### config.mk
export PLATFORM = sky130hd
export DESIGN_NAME = arf_top
export DESIGN_NICKNAME = d
export VERILOG_FILES = /design/src/arf_pkg.sv /design/src/arf_coder.sv /design/src/arf_align.sv /design/src/arf_top.sv
export SDC_FILE = /design/constraint.sdc
export NUM_CORES = 1
export LEC_CHECK = 0
export ABC_AREA = 1
export BUFFER_PORTS_ARGS = -buffer_cell sky130_fd_sc_hd__buf_2
export CAP_MARGIN = 40
export CORE_AREA = 2 2 92 94
export DETAILED_ROUTE_END_ITERATION = 12
export DIE_AREA = 0 0 94 96
export PLACE_DENSITY = 0.81
export RECOVER_POWER = 50
export SYNTH_ARGS = -nofsm -noshare
export SYNTH_HDL_FRONTEND = slang
export SYNTH_HIERARCHICAL = 1
export SYNTH_SLANG_ARGS = --single-unit
### constraint.sdc
create_clock -name clk_i -period 1.3 [get_ports clk_i]
set_clock_uncertainty 0.15 [all_clocks]
set_input_delay 0.195 -clock clk_i [delete_from_list [all_inputs] [get_ports clk_i]]
set_output_delay 0.195 -clock clk_i [all_outputs]
set_load 0.1 [all_outputs]
### src/arf_pkg.sv
// package: register map, field layout and constants of the converter result formatter
package arf_pkg;
   // register byte addresses on the apb bus
   localparam logic [7:0] ARF_OFF_RESULT_LOW = 8'h00;
   localparam logic [7:0] ARF_OFF_RESULT_HIGH = 8'h04;
   localparam logic [7:0] ARF_OFF_CHANNEL_SEL = 8'h08;
   localparam logic [7:0] ARF_OFF_CONTROL_A = 8'h0C;
   localparam logic [7:0] ARF_OFF_CAL = 8'h10;
   // channel select register fields
   localparam int ARF_CH_LEFT_POS = 5;
   localparam int ARF_CH_REF_POS = 6;
   localparam logic [7:0] ARF_CH_RESET = 8'h00;
   localparam logic [4:0] ARF_CH_TEMP_SENSOR = 5'h10;
   localparam logic [1:0] ARF_REF_INT_2V56 = 2'h3;
   // control register a fields
   localparam int ARF_CTL_START_POS = 6;
   localparam int ARF_CTL_FLAG_POS = 4;
   localparam logic [7:0] ARF_CTL_RESET = 8'h00;
   // result codes
   localparam logic [9:0] ARF_SE_MIN = 10'h000;
   localparam logic [9:0] ARF_SE_MAX = 10'h3FF;
   localparam logic [9:0] ARF_DIFF_MIN = 10'h200;
   localparam logic [9:0] ARF_DIFF_MAX = 10'h1FF;
   localparam logic [9:0] ARF_RESULT_RESET = 10'h000;
   // calibration defaults: gain 0x80 means 1.0, offset is signed
   localparam logic [7:0] ARF_GAIN_ONE = 8'h80;
   localparam logic [7:0] ARF_OFFSET_ZERO = 8'h00;

   typedef struct packed
   {
      logic [1:0] ref_sel;
      logic [4:0] channel;
      logic differential;
   } arf_setting_s;

   typedef struct packed
   {
      logic valid;
      logic [9:0] code;
   } arf_sample_s;
endpackage

### src/arf_coder.sv
// coder: turns a raw analog sample into a 10-bit result code
`timescale 1ns/1ns
module arf_coder
(
   input wire logic [10:0] sample_i,
   input wire logic differential_i,
   output logic [9:0] code_o
);
   import arf_pkg::*;
   // single-ended samples are 0..1023; differential samples are signed -512..511 (top bit = sign)
   always_comb
   begin
      if (differential_i)
      begin
         if ($signed(sample_i) > $signed({1'b0, ARF_DIFF_MAX}))
            code_o = ARF_DIFF_MAX;
         else if ($signed(sample_i) < $signed({1'b1, ARF_DIFF_MIN}))
            code_o = ARF_DIFF_MIN;
         else
            code_o = sample_i[9:0];
      end
      else
      begin
         if (sample_i[10])
            code_o = ARF_SE_MAX;
         else
            code_o = sample_i[9:0];
      end
   end
endmodule

### src/arf_align.sv
// aligner: places the 10-bit result left or right justified over two bytes
`timescale 1ns/1ns
module arf_align
(
   input wire logic [9:0] code_i,
   input wire logic left_i,
   output logic [7:0] low_o,
   output logic [7:0] high_o
);
   // purely combinational so a change of alignment shows at once
   always_comb
   begin
      if (left_i)
      begin
         high_o = code_i[9:2];
         low_o = {code_i[1:0], 6'h00};
      end
      else
      begin
         high_o = {6'h00, code_i[9:8]};
         low_o = code_i[7:0];
      end
   end
endmodule

### src/arf_top.sv
// top: apb register file, conversion sequencing and result formatting
//
// Local design decisions: register access over APB and the address map.
`timescale 1ns/1ns
module arf_top
(
   input wire logic clk_i,
   input wire logic reset_n_i,
   input wire logic psel_i,
   input wire logic penable_i,
   input wire logic pwrite_i,
   input wire logic [7:0] paddr_i,
   input wire logic [31:0] pwdata_i,
   output logic [31:0] prdata_o,
   output logic pready_o,
   output logic pslverr_o,
   input wire logic conv_done_i,
   input wire logic [10:0] conv_sample_i,
   input wire logic conv_differential_i,
   input wire logic [7:0] sensor_gain_cal_i,
   input wire logic [7:0] sensor_offset_cal_i,
   output logic conv_start_o,
   output logic [4:0] active_channel_o,
   output logic [1:0] active_reference_o,
   output logic sensor_enable_o
);
   import arf_pkg::*;

   // ===========================================================
   // bus decode
   logic apb_setup;
   logic apb_write;
   logic [7:0] channel_select_register_q;
   logic [7:0] converter_control_register_a_q;
   logic busy_q;
   logic conversion_complete_flag_q;
   arf_setting_s active_q;
   arf_sample_s result_q;
   logic [9:0] code;
   logic [7:0] result_low_byte;
   logic [7:0] result_high_byte;
   logic [7:0] sensor_gain_cal_q;
   logic [7:0] sensor_offset_cal_q;
   logic [31:0] read_word;
   logic addr_ok;

   // zero-wait slave: answer in the access cycle itself
   assign apb_setup = psel_i & ~penable_i;
   assign apb_write = psel_i & penable_i & pwrite_i & pready_o;

   // ===========================================================
   // software registers
   // channel select register: reference, alignment and channel fields
   always_ff @(posedge clk_i or negedge reset_n_i)
   begin
      if (!reset_n_i)
         channel_select_register_q <= ARF_CH_RESET;
      else if (apb_write && paddr_i == ARF_OFF_CHANNEL_SEL)
         channel_select_register_q <= pwdata_i[7:0];
   end

   // control register a: start bit written by software, cleared by hardware on launch
   always_ff @(posedge clk_i or negedge reset_n_i)
   begin
      if (!reset_n_i)
         converter_control_register_a_q <= ARF_CTL_RESET;
      else if (apb_write && paddr_i == ARF_OFF_CONTROL_A)
         converter_control_register_a_q <= pwdata_i[7:0] & ~(8'h01 << ARF_CTL_FLAG_POS);
      else if (converter_control_register_a_q[ARF_CTL_START_POS] && !busy_q)
         converter_control_register_a_q[ARF_CTL_START_POS] <= 1'b0;
   end

   // ===========================================================
   // conversion sequencing
   // channel and reference are latched at launch so mid-conversion writes to them wait for completion
   always_ff @(posedge clk_i or negedge reset_n_i)
   begin
      if (!reset_n_i)
      begin
         busy_q <= 1'b0;
         conv_start_o <= 1'b0;
         active_q <= '0;
      end
      else
      begin
         conv_start_o <= 1'b0;
         if (!busy_q)
         begin
            // idle: channel and reference follow software directly, differential follows conv_differential_i
            active_q.ref_sel <= channel_select_register_q[ARF_CH_REF_POS +: 2];
            active_q.channel <= channel_select_register_q[4:0];
            active_q.differential <= conv_differential_i;
            if (converter_control_register_a_q[ARF_CTL_START_POS])
            begin
               busy_q <= 1'b1;
               conv_start_o <= 1'b1;
            end
         end
         else if (conv_done_i)
            busy_q <= 1'b0;
      end
   end

   // completion flag: set by hardware, cleared by writing one; set wins over clear
   always_ff @(posedge clk_i or negedge reset_n_i)
   begin
      if (!reset_n_i)
         conversion_complete_flag_q <= 1'b0;
      else if (busy_q && conv_done_i)
         conversion_complete_flag_q <= 1'b1;
      else if (apb_write && paddr_i == ARF_OFF_CONTROL_A && pwdata_i[ARF_CTL_FLAG_POS])
         conversion_complete_flag_q <= 1'b0;
   end

   // ===========================================================
   // result capture and formatting
   arf_coder u_coder
   (
      .sample_i(conv_sample_i),
      .differential_i(active_q.differential),
      .code_o(code)
   );

   // result stored with the flag in the same edge, then held
   always_ff @(posedge clk_i or negedge reset_n_i)
   begin
      if (!reset_n_i)
         result_q <= '{valid: 1'b0, code: ARF_RESULT_RESET};
      else if (busy_q && conv_done_i)
         result_q <= '{valid: 1'b1, code: code};
   end

   // alignment applied at read time so the bit acts immediately
   arf_align u_align
   (
      .code_i(result_q.code),
      .left_i(channel_select_register_q[ARF_CH_LEFT_POS]),
      .low_o(result_low_byte),
      .high_o(result_high_byte)
   );

   // ===========================================================
   // channel outputs and calibration bytes
   always_ff @(posedge clk_i or negedge reset_n_i)
   begin
      if (!reset_n_i)
      begin
         active_channel_o <= 5'h00;
         active_reference_o <= 2'h0;
         sensor_enable_o <= 1'b0;
      end
      else
      begin
         active_channel_o <= active_q.channel;
         active_reference_o <= active_q.ref_sel;
         sensor_enable_o <= (active_q.channel == ARF_CH_TEMP_SENSOR);
      end
   end

   // factory calibration: gain unsigned with 0x80 as 1.0, offset signed
   always_ff @(posedge clk_i or negedge reset_n_i)
   begin
      if (!reset_n_i)
      begin
         sensor_gain_cal_q <= ARF_GAIN_ONE;
         sensor_offset_cal_q <= ARF_OFFSET_ZERO;
      end
      else
      begin
         sensor_gain_cal_q <= sensor_gain_cal_i;
         sensor_offset_cal_q <= sensor_offset_cal_i;
      end
   end

   // ===========================================================
   // read mux
   always_comb
   begin
      read_word = 32'h0000_0000;
      addr_ok = 1'b1;
      case (paddr_i)
         ARF_OFF_RESULT_LOW: read_word = {24'h000000, result_low_byte};
         ARF_OFF_RESULT_HIGH: read_word = {24'h000000, result_high_byte};
         ARF_OFF_CHANNEL_SEL: read_word = {24'h000000, channel_select_register_q};
         ARF_OFF_CONTROL_A:
            read_word = {24'h000000, converter_control_register_a_q}
                        | ({31'h0, conversion_complete_flag_q} << ARF_CTL_FLAG_POS);
         ARF_OFF_CAL: read_word = {16'h0000, sensor_offset_cal_q, sensor_gain_cal_q};
         default: addr_ok = 1'b0;
      endcase
   end

   // answer registered in setup so every bus output comes from a flip-flop
   always_ff @(posedge clk_i or negedge reset_n_i)
   begin
      if (!reset_n_i)
      begin
         prdata_o <= 32'h0000_0000;
         pready_o <= 1'b0;
         pslverr_o <= 1'b0;
      end
      else
      begin
         pready_o <= apb_setup;
         pslverr_o <= apb_setup & ~addr_ok;
         prdata_o <= (apb_setup && !pwrite_i) ? read_word : 32'h0000_0000;
      end
   end
endmodule

# --- Word-level counts from Yosys, hierarchy flattened ---
# Cells that the tools add are included.
word_totals:
  register_bits: 94
  latch_bits: 0
  ram_bits: 0
  romBits: 0
  inputBits: 74
  out_inout_bits: 43
  word_cells: 62
  memories: 0
classes:
  addsub: 0
  n_mul: 0
  div_mod_pow: 0
  n_lt_le_gt_ge: 2
  n_eq_ne: 5
  n_shift: 0
  mux: 17
  bitwise_logic: 8
  n_reduce_logical: 12
op_table:
  columns: ["op", "count"]
  rows:
  - ["case mux 16 bit (5 select lines)", 1]
  - ["2-to-1 mux 10 bit", 4]
  - ["2-to-1 mux 32 bit", 1]
  - ["equality test 8 x 4 -> 1 bit, second input constant", 2]
  - ["2-to-1 mux 8 bit", 2]
  - ["> comparator 11 x 10 -> 1 bit, second input constant", 1]
  - ["< comparator 11 x 10 -> 1 bit, second input constant", 1]
  - ["2-to-1 mux 1 bit", 9]
  - ["equality test 8 x 3 -> 1 bit, second input constant", 1]
  - ["equality test 8 x 5 -> 1 bit, second input constant", 1]
  - ["logical NOT 8 bit", 1]
  - ["OR 8 x 5 -> 8 bit", 1]
  - ["logical AND 1 bit", 6]
  - ["bitwise AND 1 bit", 5]
  - ["equality test 5 bit, second input constant", 1]
  - ["OR reduction 5 bit", 1]
  - ["nonzero test 2 bit", 2]
  - ["logical NOT 1 bit", 2]
  - ["inverter 1 bit", 2]

# --- Logic depth before layout (Yosys ltp) ---
depth:
  ltp_word: 7
  depth_mapped: 9
  mapped_depth_nobuf: 7

# --- By module ---
# Netlist, hierarchy kept.
modules_own_cells:
  columns: ["module", "n_inst", "cells_per_inst", "area_each_um2", "seq_area_each_um2"]
  rows:
  - ["arf_top", 1, 305, 3125.5, 1953.1]
  - ["arf_coder", 1, 68, 274.0, 0.0]
  - ["arf_align", 1, 39, 165.2, 0.0]

# --- Worst setup path before layout ---
# Ideal clock, no wire load.
synth_path:
  path_type: "flip-flop to flip-flop"
  startpoint: "reg pready_o"
  endpoint: "reg channel_select_register_q[0]"
  setup_ps: 121
  arrival_time_ps: 1626
  t_required_ps: 1029
  setup_slack_ps: -597
  path_stages_with_launch: 7
  n_path_buf: 2
  synth_period_minus_slack_ps: 1897
  path_cell_list: "dfrtp_1 -> nand2_1 -> nor2_1 -> and3_1 -> buf_6 -> buf_8 -> o21ai_1"
synth_via:
  elab_chain_cells: 2
synth_lines:
  columns: ["element", "line", "rtl"]
  rows:
  - ["start: declaration", "arf_top.sv:15", "output logic pready_o,"]
  - ["start signal: assignment", "arf_top.sv:204", "pready_o <= apb_setup;"]
  - ["bitwise AND 1 bit", "arf_top.sv:49", "assign apb_write = psel_i & penable_i & pwrite_i & pready_o;"]
  - ["logical AND 1 bit", "arf_top.sv:58", "else if (apb_write && paddr_i == ARF_OFF_CHANNEL_SEL)"]
  - ["end signal: assignment", "arf_top.sv:59", "channel_select_register_q <= pwdata_i[7:0];"]
  - ["end: declaration", "arf_top.sv:33", "logic [7:0] channel_select_register_q;"]
# Every way passes these cells.
# A chain may end at the register's enable or synchronous reset.

# --- Worst setup path after layout ---
layout_path:
  startpoint: "reg pready_o"
  endpoint: "out pready_o"
# No word-level cell between the ends.

==> run summary <==
The share of layout cells above drive strength 1 came out at 0.394. For the area taken by multi-input logic gates, the log shows 1540 um2. The routed layout has 3176 vias.

The share of Yosys cell area claimed by the top area cell type was 0.541. The tightest min-delay check is of the primary input to register type. In this run the vertical extent of the chip is 96 um. The tools report the initial cell density of the core as 0.443. Once detailed placement completed, the half-perimeter wirelength came to 6.19 mm. The tools report the met1 routing resource usage after global routing as 0.227. The instance area after placement was 4560 um2. The cell area after layout was 5370 um2. STA classifies the critical path endpoint as an output port. After the last flow step, the layout net total stands at 614.

The sort of element at the start of the critical path was a register. In this run the mean area of a mapped cell was 8.65 um2. Static leakage: 2.66 nW.

The most crowded layer after global routing is met2. The number of standard cells after synthesis came out at 412. The detail route stage leaves a number of antenna-violating nets equal to 0. Ranked by total cell area, the synthesized netlist is headed by sky130_fd_sc_hd__dfrtp_1, sky130_fd_sc_hd__nand2_1, sky130_fd_sc_hd__inv_1, sky130_fd_sc_hd__nor2_1, sky130_fd_sc_hd__nand3_1. In this run the standard cell core region covers 8050 um2. For this run the aggregate overflow at the end of global routing stands at 0. The logs give 9.45 mm for the final wirelength and 6 for the count of warnings emitted by yosys.

Number of maximum-capacitance constraint violations: 0. Timing would allow up to 0.681 GHz. The reg2reg setup slack was -0.15 ns; the power per cell area was 1130 nW/um2. Relative to the synthesized area, the layout overhead comes to 50.6%. The die is 94 um wide.

After filler insertion, the fill cell instance count of the layout stands at 584. The die covers 9020 um2. Entering global routing, the biggest net connects 45 pins.

The run gives 2 as the final hold violation count. The global-route wire length before repair is 14.0 mm. Using the TritonRoute via totals, the vias-per-cell ratio works out to 4.89.

Clock tree synthesis inserted a total of 9 buffers. After detailed routing, the number of remaining DRC violations is 0. The cell at the root of the clock tree is sky130_fd_sc_hd__clkbuf_8.

The logs give 3168 for the via count of the first global-routing pass and -0.201 ns for the post-placement worst setup slack. Setup repair after global routing could not meet its margin everywhere. The logs give 0.203 for the total global-route track usage and -0.0540 ns for the worst-case hold slack. The flow ran to the end, but the final reports show violations.

The largest total area in the synthesized netlist belongs to sky130_fd_sc_hd__dfrtp_1. Routability-driven placement finished with a final weighted congestion of 0.921. TritonCTS built the clock tree. The final reports fail on negative hold slack, negative setup slack.

The worst-path maximum fanout works out to 2. For this design, the sink count on the clock tree is 78. The count of input and output buffers is 76, and the share of the clock period used by the worst path after layout is 1.13. The register cell area after layout is 1960 um2, and the required time of the worst setup path is 0.95 ns. The logs give 3560 um2 for the area of the mapped netlist and 0.0486 for the met3 routing resource usage after global routing.

The worst path needs 1.47 ns of the cycle, external delays included. The critical path is of the register to output port type. The number of inserted diodes was 0. For the peak supply drop, the log shows 0.479 mV. The tools report the number of antenna violations at the first check in global routing as 0. The number of different library cells used by synthesis comes to 26. The smallest setup slack after layout was -0.169 ns; the average wire per standard cell was 14.5 um. For the met2 track utilization from global routing, the log shows 0.362. The insertion delay to the later sink of the worst-skew pair is 0.35 ns, and the number of setup violations in the final report is 32. The run gives 4 as the detailed-router iteration count before antenna repair. The longest clock path from root to sink contains 2 buffers. The violation count after the first detailed-route iteration was 187; the critical path arrival was 1.12 ns.

After synthesis the netlist holds a flip-flop and latch count of 78. The number of standard-cell rows in the floorplan is 33. The run gives 0.548 as the fraction of the yosys area taken by sequential cells.

The clock input transition at the sequential cells of the worst setup and hold paths works out to 0.08 ns. The number of max-slew violations in the final report was 0. Pin placement for this block handled 117 I/O pins.

The run gives 3 as the number of levels in the clock H-tree.
## path summary, 6_finish.rpt
check,to,start,depth (start not counted)
max reg2reg,conversion_complete_flag_q,pready_o,7
min reg2reg,active_reference_o[0],active_q[6],0
min in group asynchronous,prdata_o[6],reset_n_i,2
max,pready_o,pready_o,2
max in group asynchronous,active_q[0],reset_n_i,3
min,pslverr_o,psel_i,3
## cell usage in the layout, fill, tap and decap left out, drive strengths merged
| master | n |
|---|---|
| and3 | 2 |
| clkinv | 4 |
| inv | 60 |
| a21oi | 7 |
| buf | 96 |
| dfstp | 1 |
| nor3 | 2 |
| nand2 | 113 |
| o21ai | 25 |
| nand3 | 36 |
| conb | 16 |
| o21a | 1 |
| clkbuf | 17 |
| dlygate4sd3 | 27 |
| mux2 | 11 |
| dfrtp | 77 |
| nor2 | 50 |
## critical path, cell delays in order (launching register included)
cell	delay [ns]
sky130_fd_sc_hd__dfrtp_4	0.49
sky130_fd_sc_hd__buf_6	0.13
sky130_fd_sc_hd__buf_12	0.15
## per-layer routing
layer | wire, um | share of wire
met5 | 0 | 0
met4 | 384 | 0.041
met3 | 624 | 0.066
met2 | 4910 | 0.52
met1 | 3530 | 0.37
## cells in the mapped netlist (all sizes together)
cell type,n
o21ai,25
dfrtp,77
clkbuf,1
nor2,50
clkinv,2
inv,59
and3,1
mux2,11
conb,1
o21a,1
nand3,36
nor3,2
buf,26
a21oi,7
nand2,112
dfstp,1
## flip-flops by register name (all words and copies together), names as in the netlist
signal	count
active_channel_o	5
active_q	8
active_reference_o	2
busy_q	1
channel_select_register_q	8
conv_start_o	1
conversion_complete_flag_q	1
converter_control_register_a_q	7
prdata_o	16
pready_o	1
pslverr_o	1
result_q	10
sensor_enable_o	1
sensor_gain_cal_q	8
sensor_offset_cal_q	8
## final cells by class
type	count	area share
clock inverter	3	0.00349
timing repair buffer	127	0.248
sequential	78	0.365
clock buffer	13	0.0296
multi-input combinational	263	0.287
tap	105	0.0245
inverter	61	0.0431
## report_power, final
group | total (mW) | internal [mW] | switching, mW
Clock | 1.62 | 0.796 | 0.827
Sequential | 2.94 | 2.67 | 0.277
Combinational | 1.50 | 0.601 | 0.901
## cell families (layout without fill, tap and decap cells)
logic type / Yosys count / count (layout) / share of synthesized area
AND/OR/NAND/NOR: 201 / 203 / 0.239
other: 1 / 16 / 0.00105
buffers and inverters: 88 / 204 / 0.127
AO/OA/AOI/OAI: 33 / 33 / 0.0502
flip-flops: 78 / 78 / 0.548
multiplexers: 11 / 11 / 0.0347
## through the flow
| step | util | total power [mW] | setup TNS [ns] | hold slack [ns] | instances |
|---|---|---|---|---|---|
| floorplan | - | 3.71 | -2.33 | -0.251 | 427 |
| global placement | 0.566 | 4.03 | -1.22 | -0.0809 | 601 |
| detailed placement | 0.566 | 4.10 | -2.41 | -0.0792 | 601 |
| CTS | 0.632 | 5.78 | -2.47 | 0.00710 | 649 |
| global route | 0.667 | 6.33 | -4.97 | -0.00299 | 650 |
| finish | 0.667 | 6.07 | -2.42 | -0.0540 | 650 |
## timing repair
| item | in CTS | in global routing |
|---|---|---|
| resized for setup | 7 | 91 |
| endpoints found under the hold margin | 113 | 2 |
| pin swaps | 2 | 30 |
| hold buffers | 28 | 1 |
| buffers inserted | 3 | 0 |
| endpoints found under the setup margin | 10 | 53 |
| cloned | 2 | 2 |
(Power assumes the default switching activity.)
